`config.mk`:
```
export PLATFORM = sky130hd
export DESIGN_NAME = ucd_ctrl
export DESIGN_NICKNAME = d
export VERILOG_FILES = /design/src/hdl/ucd_pkg.sv /design/src/hdl/ucd_i2c_slave.sv /design/src/hdl/ucd_ctrl.sv
export SDC_FILE = /design/constraint.sdc
export NUM_CORES = 1
export LEC_CHECK = 0
export BUFFER_PORTS_ARGS = -buffer_cell sky130_fd_sc_hd__buf_2
export CAP_MARGIN = 10
export CORE_ASPECT_RATIO = 1.4
export CORE_MARGIN = 4
export CORE_UTILIZATION = 67
export DETAILED_ROUTE_END_ITERATION = 8
export PLACE_DENSITY = 0.83
export SKIP_CTS_REPAIR_TIMING = 1
export SLEW_MARGIN = 15
export SYNTH_ARGS = -nofsm -noshare
export SYNTH_HDL_FRONTEND = slang
export SYNTH_SLANG_ARGS = --single-unit
```
`constraint.sdc`:
```
create_clock -name REF_CLK -period 3.7 [get_ports REF_CLK]
set_input_delay 0.74 -clock REF_CLK [delete_from_list [all_inputs] [get_ports REF_CLK]]
set_output_delay 0.74 -clock REF_CLK [all_outputs]
set_load 0.02 [all_outputs]
```
`src/hdl/ucd_pkg.sv`:
```
// shared constants and types of the charger detect control block
package ucd_pkg;

	localparam logic [6:0] UCD_I2C_ADDR = 7'h2C;

	localparam logic [7:0] REG_STATUS   = 8'h00;
	localparam logic [7:0] REG_CTRL1    = 8'h01;
	localparam logic [7:0] REG_INT      = 8'h02;
	localparam logic [7:0] REG_CTRL2    = 8'h03;

	localparam logic [7:0] CTRL1_RESET  = 8'h00;
	localparam logic [7:0] CTRL2_RESET  = 8'h00;
	localparam logic [2:0] FLAGS_RESET  = 3'h0;

	localparam int C1_IRQ_EN    = 0;
	localparam int C1_LOW_POWER_SELECT   = 1;
	localparam int C1_CP_EN     = 2;
	localparam int C1_FORCE_DET = 3;
	localparam int C1_CE_OVR    = 4;
	localparam int C2_DSC_LSB   = 0;
	localparam int C2_CE_LSB    = 2;

	localparam int INT_VBUS     = 0;
	localparam int INT_CHG      = 1;
	localparam int INT_DCD      = 2;

	localparam int SY_VBUS      = 0;
	localparam int SY_DCD       = 1;
	localparam int SY_TYPE      = 2;
	localparam int SY_SCL       = 4;
	localparam int SY_SDA       = 5;
	localparam int SY_CE        = 6;
	localparam int SYNC_W       = 9;

	localparam logic [3:0] BYTE_BITS = 4'h8;

	localparam int CLK_MHZ      = 100;
	localparam int DEBOUNCE_US  = 30000;
	localparam int DETECT_US    = 1000;
	localparam int DEBOUNCE_CYC = DEBOUNCE_US * CLK_MHZ;
	localparam int DETECT_CYC   = DETECT_US * CLK_MHZ;

	typedef enum logic [1:0] {
		CHG_NONE = 2'b00,
		CHG_SDP  = 2'b01,
		CHG_CDP  = 2'b10,
		CHG_DCP  = 2'b11
	} ucd_chg_t;

	typedef enum logic {
		DET_IDLE = 1'b0,
		DET_RUN  = 1'b1
	} ucd_det_t;

	typedef enum logic [2:0] {
		ST_IDLE    = 3'b000,
		ST_ADDR    = 3'b001,
		ST_ADDR_AK = 3'b010,
		ST_WR      = 3'b011,
		ST_WR_AK   = 3'b100,
		ST_RD      = 3'b101,
		ST_RD_AK   = 3'b110
	} ucd_i2c_st_t;

endpackage : ucd_pkg

```
`src/hdl/ucd_i2c_slave.sv`:
```
// serial register port slave with auto-incrementing pointer
`timescale 1ns/1ps
module ucd_i2c_slave
	import ucd_pkg::*;
(
	// clock and reset
	input  wire logic       clk,
	input  wire logic       rst_n,
	// filtered bus levels
	input  wire logic       scl,
	input  wire logic       sda,
	output logic            sda_oe_n,
	// register side
	input  wire logic [7:0] rd_data,
	output logic            rd_req,
	output logic [7:0]      ptr,
	output logic            wr_stb,
	output logic [7:0]      wr_addr,
	output logic [7:0]      wr_data
);

	ucd_i2c_st_t st_q;
	logic [3:0]  cnt_q;
	logic [7:0]  sh_q;
	logic        rw_q;
	logic        first_q;
	logic        scl_p_q;
	logic        sda_p_q;
	logic        scl_rise;
	logic        scl_fall;
	logic        start_c;
	logic        stop_c;

	assign scl_rise = scl & ~scl_p_q;
	assign scl_fall = ~scl & scl_p_q;
	assign start_c  = scl & scl_p_q & sda_p_q & ~sda;
	assign stop_c   = scl & scl_p_q & ~sda_p_q & sda;
	// data word is taken in the same cycle as the load, so a later event waits
	assign rd_req   = scl_fall & ((st_q == ST_ADDR_AK & rw_q) | (st_q == ST_RD_AK & ~sh_q[0]));

	always_ff @(posedge clk or negedge rst_n) begin
		if (!rst_n) begin
			scl_p_q <= 1'b1;
			sda_p_q <= 1'b1;
		end else begin
			scl_p_q <= scl;
			sda_p_q <= sda;
		end
	end

	always_ff @(posedge clk or negedge rst_n) begin
		if (!rst_n) begin
			st_q     <= ST_IDLE;
			cnt_q    <= 4'h0;
			sh_q     <= 8'h00;
			rw_q     <= 1'b0;
			first_q  <= 1'b0;
			sda_oe_n <= 1'b1;
			ptr      <= 8'h00;
			wr_stb   <= 1'b0;
			wr_addr  <= 8'h00;
			wr_data  <= 8'h00;
		end else begin
			wr_stb <= 1'b0;
			if (start_c) begin
				st_q     <= ST_ADDR;
				cnt_q    <= 4'h0;
				sda_oe_n <= 1'b1;
			end else if (stop_c) begin
				st_q     <= ST_IDLE;
				sda_oe_n <= 1'b1;
			end else begin
				case (st_q)
					ST_ADDR, ST_WR: begin
						if (scl_rise) begin
							sh_q  <= {sh_q[6:0], sda};
							cnt_q <= cnt_q + 4'h1;
						end else if (scl_fall && cnt_q == BYTE_BITS) begin
							if (st_q == ST_WR) begin
								sda_oe_n <= 1'b0;
								st_q     <= ST_WR_AK;
								if (first_q) begin
									ptr <= sh_q;
								end else begin
									wr_stb  <= 1'b1;
									wr_addr <= ptr;
									wr_data <= sh_q;
									ptr     <= ptr + 8'h01;
								end
							end else if (sh_q[7:1] == UCD_I2C_ADDR) begin
								sda_oe_n <= 1'b0;
								rw_q     <= sh_q[0];
								st_q     <= ST_ADDR_AK;
							end else begin
								st_q <= ST_IDLE;
							end
						end
					end
					ST_WR_AK: begin
						if (scl_fall) begin
							sda_oe_n <= 1'b1;
							first_q  <= 1'b0;
							cnt_q    <= 4'h0;
							st_q     <= ST_WR;
						end
					end
					ST_ADDR_AK, ST_RD_AK: begin
						if (scl_rise && st_q == ST_RD_AK) begin
							sh_q[0] <= sda;
						end else if (rd_req) begin
							sh_q     <= rd_data;
							sda_oe_n <= rd_data[7];
							ptr      <= ptr + 8'h01;
							cnt_q    <= 4'h0;
							st_q     <= ST_RD;
						end else if (scl_fall) begin
							sda_oe_n <= 1'b1;
							first_q  <= 1'b1;
							cnt_q    <= 4'h0;
							st_q     <= (st_q == ST_ADDR_AK) ? ST_WR : ST_IDLE;
						end
					end
					ST_RD: begin
						if (scl_fall) begin
							cnt_q <= cnt_q + 4'h1;
							if (cnt_q == BYTE_BITS - 4'h1) begin
								sda_oe_n <= 1'b1;
								st_q     <= ST_RD_AK;
							end else begin
								sda_oe_n <= sh_q[6];
								sh_q     <= {sh_q[6:0], 1'b0};
							end
						end
					end
					default: st_q <= ST_IDLE;
				endcase
			end
		end
	end

	property p_ptr_only;
		@(posedge clk) disable iff (!rst_n)
		(st_q == ST_WR && first_q && scl_fall && cnt_q == BYTE_BITS && !start_c && !stop_c)
			|=> (!wr_stb && ptr == $past(sh_q));
	endproperty
	a_ptr_only: assert property (p_ptr_only) else $error("pointer byte wrote a register");

	property p_ptr_inc;
		@(posedge clk) disable iff (!rst_n)
		wr_stb |-> (ptr == wr_addr + 8'h01);
	endproperty
	a_ptr_inc: assert property (p_ptr_inc) else $error("pointer did not advance");

	property p_nack_release;
		@(posedge clk) disable iff (!rst_n)
		(st_q == ST_RD_AK && scl_fall && sh_q[0] && !start_c && !stop_c)
			|=> (sda_oe_n && st_q == ST_IDLE);
	endproperty
	a_nack_release: assert property (p_nack_release) else $error("data driven after nack");

endmodule : ucd_i2c_slave

```
`src/hdl/ucd_ctrl.sv`:
```
// charger detect control: pin sync, debounce, detection, flags, outputs
//
// Overview of operation
// - flag bus change, detect done, contact timeout
// - enable bit gates the interrupt pin
// - masked flags stay latched, pin quiet
// - flags clear only on interrupt register read
// - bus state must hold for debounce time
// - low power stops oscillator when fully idle
// - low power opens every switch
// - pump enable bit drives pump output
// - pump enable resets to zero
// - detection starts on bus arrival or force
// - switches open during detection, then restored
// - open drain charger enables from detected type
// - override makes enables follow written bits
// - serial port is a slave only
// - clock input only, data open drain
// - answers to its seven bit address
// - first written byte loads the pointer
// - each data byte uses then bumps pointer
// - master nack stops the read data
`timescale 1ns/1ps
module ucd_ctrl
	import ucd_pkg::*;
#(
	parameter int DEBOUNCE_CYCLES = DEBOUNCE_CYC,
	parameter int DETECT_CYCLES   = DETECT_CYC
) (
	// clock and reset
	input  wire logic       REF_CLK,
	input  wire logic       RESETN,
	// serial register port
	input  wire logic       SCL,
	input  wire logic       SDA_IN,
	output logic            SDA_OUT,
	output logic            SDA_OE_N,
	// analog detector status
	input  wire logic       VBUS_COMP,
	input  wire logic       CONTACT_TIMEOUT,
	input  wire logic [1:0] CHARGER_TYPE,
	// charger enable pins
	input  wire logic [2:0] CHARGER_ENABLE_IN,
	output logic      [2:0] CHARGER_ENABLE_OUT,
	output logic      [2:0] CHARGER_ENABLE_OE_N,
	// interrupt, power and switches
	output logic            IRQ_N,
	output logic            OSC_ENABLE,
	output logic            CHARGE_PUMP_ON,
	output logic            SWITCH_DATA_PLUS_EN,
	output logic            SWITCH_DATA_MINUS_EN,
	output logic            DETECT_ACTIVE
);

	localparam int DEB_W = $clog2(DEBOUNCE_CYCLES + 1);
	localparam int DET_W = $clog2(DETECT_CYCLES + 1);
	// bus pins idle high; starting there avoids a false edge after reset
	localparam logic [SYNC_W-1:0] SYNC_IDLE = (SYNC_W'(1) << SY_SCL) | (SYNC_W'(1) << SY_SDA);

	logic [SYNC_W-1:0] s1_q;
	logic [SYNC_W-1:0] s2_q;
	logic [SYNC_W-1:0] s3_q;
	logic [SYNC_W-1:0] filt_q;
	logic [SYNC_W-1:0] pins;
	logic [DEB_W-1:0]  deb_cnt_q;
	logic              vbus_q;
	logic              deb_done;
	logic [DET_W-1:0]  det_cnt_q;
	ucd_det_t          det_q;
	ucd_chg_t          chg_q;
	logic              det_done;
	logic              dcd_p_q;
	logic [7:0]        ctrl1_q;
	logic [7:0]        ctrl2_q;
	logic [2:0]        flags_q;
	logic [2:0]        ev;
	logic              force_req;
	logic              clr_int;
	logic              rd_req;
	logic [7:0]        ptr;
	logic [7:0]        rd_data;
	logic              wr_stb;
	logic [7:0]        wr_addr;
	logic [7:0]        wr_data;
	logic              sw_open;

	function automatic logic [2:0] ce_auto(input ucd_chg_t t);
		case (t)
			CHG_SDP: ce_auto = 3'h1;
			CHG_CDP: ce_auto = 3'h3;
			CHG_DCP: ce_auto = 3'h7;
			default: ce_auto = 3'h0;
		endcase
	endfunction : ce_auto

	assign pins = {CHARGER_ENABLE_IN, SDA_IN, SCL, CHARGER_TYPE, CONTACT_TIMEOUT, VBUS_COMP};

	// a level only moves once the last two stages agree
	always_ff @(posedge REF_CLK or negedge RESETN) begin
		if (!RESETN) begin
			s1_q   <= SYNC_IDLE;
			s2_q   <= SYNC_IDLE;
			s3_q   <= SYNC_IDLE;
			filt_q <= SYNC_IDLE;
		end else begin
			s1_q   <= pins;
			s2_q   <= s1_q;
			s3_q   <= s2_q;
			filt_q <= (filt_q & (s2_q ^ s3_q)) | (s3_q & ~(s2_q ^ s3_q));
		end
	end

	ucd_i2c_slave u_slave (
		.clk      (REF_CLK),
		.rst_n    (RESETN),
		.scl      (filt_q[SY_SCL]),
		.sda      (filt_q[SY_SDA]),
		.sda_oe_n (SDA_OE_N),
		.rd_data  (rd_data),
		.rd_req   (rd_req),
		.ptr      (ptr),
		.wr_stb   (wr_stb),
		.wr_addr  (wr_addr),
		.wr_data  (wr_data)
	);

	// open drain: only the enable moves, the driven level is always low
	assign SDA_OUT            = 1'b0;
	assign CHARGER_ENABLE_OUT = 3'h0;

	assign deb_done = (filt_q[SY_VBUS] != vbus_q) &&
		(deb_cnt_q == DEB_W'(DEBOUNCE_CYCLES - 1));

	always_ff @(posedge REF_CLK or negedge RESETN) begin
		if (!RESETN) begin
			deb_cnt_q <= '0;
			vbus_q    <= 1'b0;
		end else if (filt_q[SY_VBUS] == vbus_q || deb_done) begin
			deb_cnt_q <= '0;
			vbus_q    <= filt_q[SY_VBUS];
		end else begin
			deb_cnt_q <= deb_cnt_q + DEB_W'(1);
		end
	end

	assign force_req = wr_stb && wr_addr == REG_CTRL1 && wr_data[C1_FORCE_DET];
	assign det_done  = det_q == DET_RUN && det_cnt_q == DET_W'(DETECT_CYCLES - 1);

	always_ff @(posedge REF_CLK or negedge RESETN) begin
		if (!RESETN) begin
			det_q     <= DET_IDLE;
			det_cnt_q <= '0;
			chg_q     <= CHG_NONE;
		end else if (deb_done && !filt_q[SY_VBUS]) begin
			det_q <= DET_IDLE;
			chg_q <= CHG_NONE;
		end else if (force_req || (deb_done && filt_q[SY_VBUS])) begin
			det_q     <= DET_RUN;
			det_cnt_q <= '0;
		end else begin
			case (det_q)
				DET_RUN: begin
					det_cnt_q <= det_cnt_q + DET_W'(1);
					if (det_done) begin
						det_q <= DET_IDLE;
						chg_q <= ucd_chg_t'(filt_q[SY_TYPE +: 2]);
					end
				end
				default: det_q <= DET_IDLE;
			endcase
		end
	end

	always_ff @(posedge REF_CLK or negedge RESETN) begin
		if (!RESETN) begin
			ctrl1_q <= CTRL1_RESET;
			ctrl2_q <= CTRL2_RESET;
		end else if (wr_stb) begin
			case (wr_addr)
				// force request is a pulse, the stored bit reads back zero
				REG_CTRL1: ctrl1_q <= wr_data & ~(8'h01 << C1_FORCE_DET);
				REG_CTRL2: ctrl2_q <= wr_data;
				default:   ;
			endcase
		end
	end

	assign ev[INT_VBUS] = deb_done;
	assign ev[INT_CHG]  = det_done;
	assign ev[INT_DCD]  = filt_q[SY_DCD] & ~dcd_p_q;
	assign clr_int      = rd_req && ptr == REG_INT;

	always_ff @(posedge REF_CLK or negedge RESETN) begin
		if (!RESETN) begin
			flags_q <= FLAGS_RESET;
			dcd_p_q <= 1'b0;
		end else begin
			dcd_p_q <= filt_q[SY_DCD];
			flags_q <= (clr_int ? FLAGS_RESET : flags_q) | ev;
		end
	end

	always_comb begin
		case (ptr)
			REG_STATUS: rd_data = {filt_q[SY_CE +: 3], det_q == DET_RUN, filt_q[SY_DCD],
				chg_q, vbus_q};
			REG_CTRL1:  rd_data = ctrl1_q;
			REG_INT:    rd_data = {5'h00, flags_q};
			REG_CTRL2:  rd_data = ctrl2_q;
			default:    rd_data = 8'h00;
		endcase
	end

	assign sw_open = ctrl1_q[C1_LOW_POWER_SELECT] | (det_q == DET_RUN);

	always_ff @(posedge REF_CLK or negedge RESETN) begin
		if (!RESETN) begin
			IRQ_N                <= 1'b1;
			OSC_ENABLE           <= 1'b1;
			CHARGE_PUMP_ON       <= 1'b0;
			SWITCH_DATA_PLUS_EN  <= 1'b0;
			SWITCH_DATA_MINUS_EN <= 1'b0;
			CHARGER_ENABLE_OE_N  <= 3'h0;
			DETECT_ACTIVE        <= 1'b0;
		end else begin
			IRQ_N                <= ~(ctrl1_q[C1_IRQ_EN] & |flags_q);
			OSC_ENABLE           <= ~(ctrl1_q[C1_LOW_POWER_SELECT] & ~vbus_q & ~ctrl1_q[C1_CP_EN] &
				(ctrl2_q[C2_DSC_LSB +: 2] == 2'h0));
			CHARGE_PUMP_ON       <= ctrl1_q[C1_CP_EN];
			SWITCH_DATA_PLUS_EN  <= ~sw_open & ctrl2_q[C2_DSC_LSB];
			SWITCH_DATA_MINUS_EN <= ~sw_open & ctrl2_q[C2_DSC_LSB + 1];
			CHARGER_ENABLE_OE_N  <= ctrl1_q[C1_CE_OVR] ? ctrl2_q[C2_CE_LSB +: 3] : ce_auto(chg_q);
			DETECT_ACTIVE        <= det_q == DET_RUN;
		end
	end

	property p_bus_event;
		@(posedge REF_CLK) disable iff (!RESETN)
		$changed(vbus_q) |-> flags_q[INT_VBUS];
	endproperty
	a_bus_event: assert property (p_bus_event) else $error("bus change not flagged");

	property p_irq_gate;
		@(posedge REF_CLK) disable iff (!RESETN)
		!ctrl1_q[C1_IRQ_EN] |=> IRQ_N;
	endproperty
	a_irq_gate: assert property (p_irq_gate) else $error("interrupt pin not masked");

	property p_masked_kept;
		@(posedge REF_CLK) disable iff (!RESETN)
		(!ctrl1_q[C1_IRQ_EN] && !clr_int) |=> ((flags_q & $past(flags_q)) == $past(flags_q));
	endproperty
	a_masked_kept: assert property (p_masked_kept) else $error("masked flag was lost");

	property p_clear_by_read;
		@(posedge REF_CLK) disable iff (!RESETN)
		((~flags_q & $past(flags_q)) != 3'h0) |-> $past(clr_int);
	endproperty
	a_clear_by_read: assert property (p_clear_by_read) else $error("flag cleared without read");

	property p_debounce;
		@(posedge REF_CLK) disable iff (!RESETN)
		$changed(vbus_q) |-> $past(deb_cnt_q) == DEB_W'(DEBOUNCE_CYCLES - 1);
	endproperty
	a_debounce: assert property (p_debounce) else $error("bus state moved early");

	property p_osc_stop;
		@(posedge REF_CLK) disable iff (!RESETN)
		(ctrl1_q[C1_LOW_POWER_SELECT] && !vbus_q && !ctrl1_q[C1_CP_EN] && ctrl2_q[C2_DSC_LSB +: 2] == 2'h0)
			|=> !OSC_ENABLE;
	endproperty
	a_osc_stop: assert property (p_osc_stop) else $error("oscillator left running");

	property p_switch_open;
		@(posedge REF_CLK) disable iff (!RESETN)
		(ctrl1_q[C1_LOW_POWER_SELECT] || det_q == DET_RUN)
			|=> (!SWITCH_DATA_PLUS_EN && !SWITCH_DATA_MINUS_EN);
	endproperty
	a_switch_open: assert property (p_switch_open) else $error("switch closed while isolated");

	property p_force_start;
		@(posedge REF_CLK) disable iff (!RESETN)
		force_req |=> (det_q == DET_RUN) ##1 DETECT_ACTIVE;
	endproperty
	a_force_start: assert property (p_force_start) else $error("forced detection not started");

	property p_override;
		@(posedge REF_CLK) disable iff (!RESETN)
		ctrl1_q[C1_CE_OVR] |=> CHARGER_ENABLE_OE_N == $past(ctrl2_q[C2_CE_LSB +: 3]);
	endproperty
	a_override: assert property (p_override) else $error("override value not driven");

	property p_irq_on;
		@(posedge REF_CLK) disable iff (!RESETN)
		(ctrl1_q[C1_IRQ_EN] && flags_q != 3'h0) |=> !IRQ_N;
	endproperty
	a_irq_on: assert property (p_irq_on) else $error("pending interrupt not shown");

endmodule : ucd_ctrl

```
==> flow_metrics.py, run 1 <==
metrics = {
    "logic_synthesis": {
        "number_of_warnings_printed_during_yosys_synthesis": 0,
        "synth_top_cells_by_area": "sky130_fd_sc_hd__dfrtp_1, sky130_fd_sc_hd__mux2_2, sky130_fd_sc_hd__dfstp_2, sky130_fd_sc_hd__nand2_1, sky130_fd_sc_hd__nor2_1",
        "seq_area_frac_synth": 0.538,
        "async_reset_ff_frac": 1.00,
        "syn_inst": 655,
        "count_of_distinct_cell_types_in_the_synthesized_netlist": 73,
        "synth_seq_cells": 152,
        "ys_dominant_reg_cell": "sky130_fd_sc_hd__dfrtp_1",
        "mappedNetlistArea_um2": 7100,
        "postSynthAreaPerCell_um2": 10.8,
        "synth_enable_flop_cells": 0,
        "synth_top_area_share": 0.490,
        "synth.largest_area_cell": "sky130_fd_sc_hd__dfrtp_1",
    },
    "grt": {
        "maximum_number_of_pins_on_one_net_before_global_route_repair": 88,
        "antenna_found_initial": 0,
        "grt_first_pass_wirelength_um": 26000,
        "globalRouteOverflowTotal": 0,
        "groute.usage.overall": 0.271,
        "first_global_vias": 5286,
    },
    "critical_path": {
        "arrival_ps": 3000,
        "criticalPathCategory": "register to register",
        "endpoint_kind": "register",
        "cp.required_ps": 4030,
        "startpoint_type": "register",
        "worst-path-max-fanout": 16,
    },
    "finish": {
        "antenna_cells": 0,
        "filler_cell_count": 687,
        "areaGrowthSynthToFinish_pct": 11.4,
        "finish.utilization": 0.764,
        "drive_gt1_frac": 0.187,
        "design.final.nets": 692,
        "final_cell_count_no_fill": 823,
    },
    "clock_network": {
        "cts-root-to-sink-buffers": 2,
        "root_buffer_master": "sky130_fd_sc_hd__clkbuf_16",
        "clock_pin_slew_reported_for_the_worst_setup_and_hold_paths_after_clock_tree_synthesis_ps": 60,
        "numCtsBuffers": 17,
        "htree_levels": 4,
        "worst_skew_pair.late_latency_ps": 420,
        "clkSinkCount": 152,
        "tritoncts": "done",
    },
    "power": {
        "power_frac_comb": 0.047,
        "power_frac_seq": 0.478,
        "max_vdd_drop_v": 0.000380,
        "total_power_uw": 3740,
        "total_leakage_power_uw": 0.00330,
        "power_density_nw_per_um2": 473,
        "internal-power_uw": 2880,
        "clockPowerShare": 0.475,
        "total_switching_power_uw": 861,
        "switching_share": 0.230,
    },
    "timing": {
        "tightestPinTransition_ps": 1140,
        "timing_hold_violations_final": 0,
        "slew_headroom": 0.240,
        "setup_tns_ps": 0,
        "postLayoutSetupSlackWorst_ps": 1030,
        "timing.fmax_mhz": 375,
        "worst_clock_skew_ps": 8.55,
        "final.period_utilization": 0.721,
        "rsz_0062_raised_after_global_routing": "no",
        "finalSetupViolations": 0,
        "timing_max_transition_violations_final": 0,
        "layout_min_cycle_time_ps": 2670,
    },
    "detailed_routing": {
        "drcViolationCount": 0,
        "routed-via-count": 5275,
        "detailedRoute.firstPassIterationCount": 6,
        "via_per_inst": 6.41,
        "wire_per_inst_um": 18.8,
        "ant_nets": 0,
        "wirelength_um": 15500,
        "drtIter0Drc": 652,
    },
    "placement": {
        "dp_cells": 792,
        "preCtsSetupSlack_ps": 1120,
        "dpl.hpwl_um": 9980,
        "routability_congestion": 0.917,
        "port-buffer-count": 20,
    },
    "floorplan": {
        "die_w_um": 95.0,
        "starting_utilization_of_the_core_area": 0.686,
        "die_height_um": 130,
        "area_of_the_die_um2": 12300,
        "core_area_um2": 10300,
        "placementRows": 44,
        "io_pins": 25,
    },
    "outcome": {
        "status": "complete, no violations",
    },
    "flow_run": {
        "cap_violations": 0,
    },
    "min_path": {
        "min_path_type": "register to register",
    },
}
## worst max-delay path, cell delays in order (launching register included)
cell and delay [ps]:
sky130_fd_sc_hd__dfrtp_1 610, sky130_fd_sc_hd__nand2b_1 310, sky130_fd_sc_hd__a211oi_1 280, sky130_fd_sc_hd__buf_4 190, sky130_fd_sc_hd__o2111ai_1 560, sky130_fd_sc_hd__or3_1 560
sky130_fd_sc_hd__o21ai_0 80
## cell families after synthesis
kind of cell,share of synthesized area
flops,0.538
other cells,0.000528
fa+ha+maj,0.0268
simple gates,0.177
xor+xnor,0.0259
mux,0.0582
buf+inv,0.0351
compound gates,0.138
## per-stage QoR
stage | instance area [um2] | hold WS, ps
floorplan | 7110 | 331
global placement | 7300 | 332
detailed placement | 7300 | 338
CTS | 7910 | 352
global route | 7910 | 355
finish | 7910 | 350
## state kept, by name (all words and copies together) (netlist names), 2 cells and up, named ones only
name / cells
u_slave.wr_addr: 8
s3_q: 9
u_slave.ptr: 8
ctrl2_q: 8
det_cnt_q: 17
u_slave.cnt_q: 4
flags_q: 3
CHARGER_ENABLE_OE_N: 3
u_slave.wr_data: 8
u_slave.sh_q: 8
chg_q: 2
s1_q: 9
u_slave.st_q: 3
s2_q: 9
ctrl1_q: 7
deb_cnt_q: 22
## cell type report
type / instances / area, um2 / share of cell area
inverter: 24 / 90.1 / 0.0114
clock buffer: 19 / 443 / 0.0560
clock inverter: 12 / 168 / 0.0212
timing repair buffer: 29 / 174 / 0.0220
sequential: 152 / 3820 / 0.483
tap: 138 / 173 / 0.0218
multi-input combinational: 449 / 3040 / 0.384
## power groups by stage
| stage | Clock (uW) | Combinational [uW] | Sequential, uW |
|---|---|---|---|
| 2_1_floorplan | 0 | 119 | 1790 |
| 3_3_place_gp | 0 | 169 | 1810 |
| 3_5_place_dp | 0 | 175 | 1820 |
| 4_1_cts | 1800 | 177 | 1790 |
| 5_1_grt | 1870 | 204 | 1800 |
| 6_report | 1780 | 175 | 1790 |
## cell usage after synthesis, drive strengths merged (8+ instances only)
library cell	n
o22a	9
dfrtp	139
inv	24
nor2	49
maj3	9
nand2	52
ha	8
and3	9
or4	18
o21ai	33
xnor2	13
nand4	12
o31ai	14
clkbuf	22
a21oi	34
xor2	8
buf	11
dfstp	13
nor3	10
mux2	34
nand3	26
## worst paths after layout
| kind | slack (ps) | end | depth (start not counted) | startpoint |
|---|---|---|---|---|
| hold reg to reg | 350 | s2_q[8]$_DFF_PN0_ | 0 | s1_q[8]$_DFF_PN0_ |
| min in group asynchronous | 360 | det_cnt_q[10]$_DFFE_PN0P_ | 1 | RESETN |
| setup / recovery | 1030 | u_slave.ptr[0]$_DFFE_PN0P_ | 6 | u_slave.st_q[1]$_DFFE_PN0P_ |
| max in group asynchronous | 2490 | s1_q[4]$_DFF_PN1_ | 2 | RESETN |
| hold / removal | 350 | s2_q[8]$_DFF_PN0_ | 0 | s1_q[8]$_DFF_PN0_ |
| setup reg to reg | 1030 | u_slave.ptr[0]$_DFFE_PN0P_ | 6 | u_slave.st_q[1]$_DFFE_PN0P_ |
## per-layer routing
metal,vias up,global-route usage,part of all wire
met5,-,0,0
met3,47,0.0507,0.049
met4,0,0.126,0.033
li1,2431,-,-
met1,2603,0.364,0.41
met2,194,0.429,0.50
## layout by cell type (no fill, tap or decap), drive strengths merged, types with 14 or more instances in the layout
master and instances:
dfrtp 139, nand2 52, nor2 49, mux2 34
a21oi 34, o21ai 33, buf 29, inv 27
nand3 26, clkbuf 19, or4 18, o31ai 14
No activity file was read; power rests on OpenSTA's default activity.
==> run 2: changes to the inputs <==
Settings changed: ABC_AREA from default to 1, CORE_UTILIZATION 67 to 56, PLACE_DENSITY 0.83 to 0.74.
Clock period 3.7 ns to 2.1 ns, I/O delays scaled along.
==> run 2 against run 1 <==
Compared with the run above: routed wire length up 5.4%; first-iteration DRC count down 61%; setup slack worse by 820 ps; non-clock buffer count up 13; total power up 98%; synthesized cell count up 39%; register-to-register slack worse by 820 ps; design area up 7.7%; sequential cell count unchanged; clock-buffer cell count up 6; utilization down 11 points; area after synthesis up 5.2%.
==> flow_metrics.py, run 2 <==
metrics = {
    "outcome": {
        "status": "complete, no violations",
    },
    "logic_synthesis": {
        "postSynthAreaPerCell_um2": 8.18,
        "mappedNetlistArea_um2": 7470,
        "synth_top_area_share": 0.466,
        "syn_inst": 913,
        "count_of_distinct_cell_types_in_the_synthesized_netlist": 42,
        "synth_seq_cells": 152,
        "synth_enable_flop_cells": 0,
        "synth_top_cells_by_area": "sky130_fd_sc_hd__dfrtp_1, sky130_fd_sc_hd__nand2_1, sky130_fd_sc_hd__nor2_1, sky130_fd_sc_hd__nand3_1, sky130_fd_sc_hd__o21ai_0",
        "ys_dominant_reg_cell": "sky130_fd_sc_hd__dfrtp_1",
        "synthTopCellsByCount": "sky130_fd_sc_hd__nand2_1, sky130_fd_sc_hd__dfrtp_1, sky130_fd_sc_hd__nor2_1, sky130_fd_sc_hd__inv_1, sky130_fd_sc_hd__nand3_1",
        "number_of_warnings_printed_during_yosys_synthesis": 0,
        "synth.largest_area_cell": "sky130_fd_sc_hd__dfrtp_1",
        "seq_area_frac_synth": 0.512,
        "synth.most_common_cell": "sky130_fd_sc_hd__nand2_1",
        "async_reset_ff_frac": 1.00,
    },
    "critical_path": {
        "endpoint_kind": "register",
        "cp.required_ps": 2410,
        "worst-path-max-fanout": 8,
        "arrival_ps": 2200,
        "startpoint_type": "register",
        "criticalPathCategory": "register to register",
    },
    "clock_network": {
        "cts-root-to-sink-buffers": 2,
        "numCtsBuffers": 17,
        "clock_pin_slew_reported_for_the_worst_setup_and_hold_paths_after_clock_tree_synthesis_ps": 60,
        "htree_levels": 4,
        "clkSinkCount": 152,
        "worst_skew_pair.late_latency_ps": 430,
        "root_buffer_master": "sky130_fd_sc_hd__clkbuf_16",
        "tritoncts": "done",
    },
    "timing": {
        "setup_tns_ps": 0,
        "rsz_0062_raised_after_global_routing": "no",
        "timing.fmax_mhz": 529,
        "timing_max_transition_violations_final": 0,
        "worst_clock_skew_ps": 9.33,
        "timing_hold_violations_final": 0,
        "final.period_utilization": 0.900,
        "layout_min_cycle_time_ps": 1890,
        "finalSetupViolations": 0,
    },
    "detailed_routing": {
        "ant_nets": 0,
        "wire_per_inst_um": 14.2,
        "detailedRoute.firstPassIterationCount": 5,
        "via_per_inst": 5.37,
        "drtIter0Drc": 256,
        "wirelength_um": 16300,
        "routed-via-count": 6161,
        "drcViolationCount": 0,
    },
    "finish": {
        "mostFrequentLayoutCells": "sky130_fd_sc_hd__nand2_1, sky130_fd_sc_hd__dfrtp_1, sky130_fd_sc_hd__nor2_1",
        "areaGrowthSynthToFinish_pct": 14.1,
        "design.final.nets": 976,
        "antenna_cells": 0,
        "layout_commonest_cell": "sky130_fd_sc_hd__nand2_1",
        "reg_top3": "deb_cnt_q x22, det_cnt_q x17",
        "registers.top_by_ff_count": "deb_cnt_q",
        "finish.instance_area_um2": 8520,
        "max_ffs_per_register": 22,
        "drive_gt1_frac": 0.112,
    },
    "floorplan": {
        "placementRows": 49,
        "area_of_the_die_um2": 15300,
        "die_height_um": 145,
        "starting_utilization_of_the_core_area": 0.577,
        "io_pins": 25,
        "die_w_um": 106,
        "core_area_um2": 12900,
    },
    "placement": {
        "port-buffer-count": 20,
        "dpl.hpwl_um": 11700,
        "placed_cell_area_um2": 7860,
        "routability_congestion": 0.948,
    },
    "flow_run": {
        "cap_violations": 0,
    },
    "grt": {
        "first_global_vias": 5911,
        "globalRouteOverflowTotal": 0,
        "antenna_found_initial": 0,
        "groute.usage.overall": 0.225,
        "maximum_number_of_pins_on_one_net_before_global_route_repair": 53,
        "grt_first_pass_wirelength_um": 27500,
    },
    "power": {
        "total_leakage_power_uw": 0.00399,
        "max_vdd_drop_v": 0.000565,
        "power_density_nw_per_um2": 868,
    },
    "min_path": {
        "min_path_type": "primary input to register",
    },
}
run 2: changes by cell type after synthesis, sizes merged, moves of 13 or more:
cell	previous run	this run
nand3	26	84
nor3	10	26
clkbuf	22	7
or4	18	0
nor2	49	110
mux2	34	2
nand2	52	240
a21oi	34	12
nand4	12	31
xor2	8	23
o21ai	33	76
inv	24	97
o31ai	14	1
run 2: power breakdown:
part	internal, uW	switching [uW]	total [uW]
clock network	2120	1160	3280
registers	3120	145	3260
logic	285	568	853
total	5520	1870	7390
run 2: worst paths after layout:
path	from	endpoint	slack [ps]	depth (start not counted)
min	SCL	s1_q[4]$_DFF_PN1_	90	1
max reg2reg	deb_cnt_q[0]$_DFF_PN0_	chg_q[0]$_DFFE_PN0P_	210	10
min reg2reg	s1_q[0]$_DFF_PN0_	s2_q[0]$_DFF_PN0_	350	0
min in group asynchronous	RESETN	asynchronous set/reset pin	490	2
max	deb_cnt_q[0]$_DFF_PN0_	chg_q[0]$_DFFE_PN0P_	210	10
max in group asynchronous	RESETN	IRQ_N$_DFF_PN1_	960	3
run 2: layout make-up:
class	instances	area, um2
Timing Repair Buffer	42	299
Clock inverter	7	141
Tap cell	178	223
Sequential cell	152	3820
Clock buffer	25	495
Inverter	97	364
Fill cell	1074	4420
Multi-Input combinational cell	647	3180
run 2: per-layer routing:
layer  GRT usage  vias to the layer above  wire [um]
met5           0                        -          0
met4       0.105                        0        422
met3      0.0362                       32        659
met2       0.379                      153       8010
met1       0.288                     2915       7200
li1            -                     3061          -
run 2: cells by family (layout without fill, tap and decap cells):
group,Yosys count,count (layout),synth area share
DFF,152,152,0.512
xor gates and xnor gates,26,26,0.0305
AOI/OAI and AO/OA,101,101,0.0717
buffers and inverters,117,171,0.0655
other,1,4,0.000502
adders and majority gates,17,17,0.0255
and+or+nand+nor,497,497,0.292
muxes,2,2,0.00302
run 2: worst max-delay path, stage by stage, from the launching register on:
cell	delay [ps]
sky130_fd_sc_hd__dfrtp_1	390
sky130_fd_sc_hd__ha_2	240
sky130_fd_sc_hd__nand2_1	80
sky130_fd_sc_hd__nor2_1	110
sky130_fd_sc_hd__nand3_1	90
sky130_fd_sc_hd__nor2_1	150
sky130_fd_sc_hd__nand4_1	210
sky130_fd_sc_hd__nand2_2	160
sky130_fd_sc_hd__inv_1	150
sky130_fd_sc_hd__nand4_1	120
sky130_fd_sc_hd__nand2_1	60
run 2: metrics by stage:
stage | util | instances | setup slack [ps] | power (uW) | hold WS [ps]
6_report | 0.659 | 1148 | 209 | 7390 | 89.5
5_1_grt | 0.659 | 1148 | 6.04 | 7750 | 76.8
4_1_cts | 0.657 | 1146 | 147 | 7460 | -64.8
3_5_place_dp | 0.607 | 1114 | 178 | 4170 | 338
3_3_place_gp | 0.607 | 1114 | 224 | 4150 | 332
2_1_floorplan | - | 916 | 459 | 3890 | 124
==> run 3: changes to the inputs <==
Settings changed: CORE_ASPECT_RATIO 1.4 to 0.9, CORE_MARGIN 4 to default, CORE_UTILIZATION 56 to 45, PLACE_DENSITY 0.74 to 0.61.
==> run 3 against run 2 <==
Compared with the run above: clock power fell by 9.8%; clock skew fell by 1.7 ps; design area fell by 0.41%; sequential share of layout area rose by 0.19 points; critical path type unchanged; largest cell class unchanged.
==> flow_metrics.py, run 3 (synthesized netlist as in run 2, its figures left out) <==
metrics = {
    "critical_path": {
        "critical_path.max_stage_delay_ps": 390,
        "cp.required_ps": 2410,
        "startpoint_type": "register",
        "path_cells": "ha_2, nand3_2, nor2_4, nand2_1, nor2_1, nand2_1, nor3_1, nand2_1, nand2_1, a21oi_1",
        "critPathSlowestCell": "sky130_fd_sc_hd__dfrtp_1",
        "timing.critical_path.max_delay_family": "simple AND/OR/NAND/NOR gates",
        "timing.critical_path.mode_cell": "sky130_fd_sc_hd__nand2_1",
        "arrival_ps": 2190,
        "endpoint_kind": "register",
        "worst-path-max-fanout": 5,
        "criticalPathCategory": "register to register",
        "crit_buf_inv": 0,
    },
    "finish": {
        "final_cell_count_no_fill": 1174,
        "design.final.nets": 974,
        "reg_top3": "deb_cnt_q x22, det_cnt_q x17",
        "mostFrequentLayoutCells": "sky130_fd_sc_hd__nand2_1, sky130_fd_sc_hd__dfrtp_1, sky130_fd_sc_hd__nor2_1",
        "max_ffs_per_register": 22,
        "drive_gt1_frac": 0.110,
        "layout_commonest_cell": "sky130_fd_sc_hd__nand2_1",
        "finish.instance_area_um2": 8480,
        "registers.top_by_ff_count": "deb_cnt_q",
        "areaGrowthSynthToFinish_pct": 13.6,
        "antenna_cells": 0,
        "finish.utilization": 0.524,
    },
    "placement": {
        "placed_cell_area_um2": 7900,
        "dp_cells": 1142,
        "dpl.hpwl_um": 11900,
        "preCtsSetupSlack_ps": 208,
        "port-buffer-count": 20,
        "routability_congestion": 0.909,
    },
    "timing": {
        "timing_hold_violations_final": 0,
        "postLayoutSetupSlackWorst_ps": 217,
        "setup_tns_ps": 0,
        "finalSetupViolations": 0,
        "layout_min_cycle_time_ps": 1880,
        "timing_max_transition_violations_final": 0,
        "worst_clock_skew_ps": 7.66,
        "final.period_utilization": 0.897,
        "rsz_0062_raised_after_global_routing": "no",
        "timing.fmax_mhz": 531,
    },
    "clock_network": {
        "htree_levels": 4,
        "clkSinkCount": 152,
        "tritoncts": "done",
        "numCtsBuffers": 17,
        "cts-root-to-sink-buffers": 2,
        "clock_pin_slew_reported_for_the_worst_setup_and_hold_paths_after_clock_tree_synthesis_ps": 60,
        "worst_skew_pair.late_latency_ps": 420,
        "root_buffer_master": "sky130_fd_sc_hd__clkbuf_16",
    },
    "floorplan": {
        "starting_utilization_of_the_core_area": 0.461,
        "die_w_um": 138,
        "placementRows": 44,
        "area_of_the_die_um2": 17100,
        "die_height_um": 124,
        "io_pins": 25,
        "core_area_um2": 16200,
    },
    "outcome": {
        "status": "complete, no violations",
    },
    "flow_run": {
        "cap_violations": 0,
    },
    "power": {
        "internal-power_uw": 5180,
        "power_frac_comb": 0.122,
        "power_density_nw_per_um2": 835,
        "max_vdd_drop_v": 0.000531,
        "total_switching_power_uw": 1910,
        "total_leakage_power_uw": 0.00394,
        "switching_share": 0.270,
        "clockPowerShare": 0.418,
        "power_frac_seq": 0.461,
    },
    "detailed_routing": {
        "drcViolationCount": 0,
        "via_per_inst": 5.11,
        "routed-via-count": 6001,
        "wire_per_inst_um": 14.2,
        "drtIter0Drc": 443,
        "wirelength_um": 16700,
        "detailedRoute.firstPassIterationCount": 5,
        "ant_nets": 0,
    },
    "min_path": {
        "min_path_type": "primary input to register",
    },
    "grt": {
        "groute.usage.overall": 0.215,
        "antenna_found_initial": 0,
        "grt_first_pass_wirelength_um": 28600,
        "first_global_vias": 5727,
        "globalRouteOverflowTotal": 0,
        "maximum_number_of_pins_on_one_net_before_global_route_repair": 59,
    },
}
[run 3: changes by cell type in the layout (fill, tap and decap cells not counted), sizes merged]
| cell | previous run | this run |
|---|---|---|
| clkbuf | 25 | 20 |
| clkinv | 1 | 5 |
| clkinvlp | 1 | 4 |
| buf | 41 | 39 |
| bufinv | 4 | 2 |
| inv | 98 | 97 |
[run 3: final cells by class]
type                       instances  area (um2)
fill                            1538        7700
sequential                       152        3820
multi-input combinational        647        3170
clock buffer                      20         447
inverter                          97         364
timing repair buffer              40         297
tap                              207         259
clock inverter                    11         126
[run 3: power groups by stage]
stage | registers (uW) | logic, uW | clock network (uW)
finish | 3270 | 862 | 2960
floorplan | 3290 | 601 | 0
CTS | 3260 | 868 | 3030
global route | 3290 | 1010 | 3140
detailed placement | 3310 | 866 | 0
global placement | 3310 | 866 | 0
[run 3: worst register-to-register path: stages (launching register included)]
cell and delay, ps:
sky130_fd_sc_hd__dfrtp_1 390, sky130_fd_sc_hd__ha_2 240, sky130_fd_sc_hd__nand3_2 140, sky130_fd_sc_hd__nor2_4 160
sky130_fd_sc_hd__nand2_1 110, sky130_fd_sc_hd__nor2_1 200, sky130_fd_sc_hd__nand2_1 100, sky130_fd_sc_hd__nor3_1 240
sky130_fd_sc_hd__nand2_1 80, sky130_fd_sc_hd__nand2_1 70, sky130_fd_sc_hd__a21oi_1 40
[run 3: worst paths after layout]
path / start / to / slack (ps) / cells past startpoint
min in group asynchronous: RESETN / deb_cnt_q[16]$_DFF_PN0_ / 450 / 2
max in group asynchronous: RESETN / s1_q[4]$_DFF_PN1_ / 990 / 3
max reg2reg: deb_cnt_q[0]$_DFF_PN0_ / deb_cnt_q[12]$_DFF_PN0_ / 220 / 10
max: deb_cnt_q[0]$_DFF_PN0_ / deb_cnt_q[12]$_DFF_PN0_ / 220 / 10
min: SDA_IN / s1_q[5]$_DFF_PN1_ / 90 / 1
min reg2reg: s1_q[8]$_DFF_PN0_ / s2_q[8]$_DFF_PN0_ / 350 / 0
[run 3: routing by layer]
layer,vias up,GRT usage,routed length [um]
met4,0,0.0652,265
met2,138,0.313,7320
li1,3052,-,-
met5,-,0,0
met1,2789,0.314,8340
met3,22,0.0507,727
[run 3: per-stage QoR]
| step | total power [uW] | hold WS [ps] |
|---|---|---|
| 2_1_floorplan | 3890 | 124 |
| 3_3_place_gp | 4170 | 330 |
| 3_5_place_dp | 4180 | 331 |
| 4_1_cts | 7160 | -117 |
| 5_1_grt | 7440 | 74.0 |
| 6_report | 7090 | 91.9 |
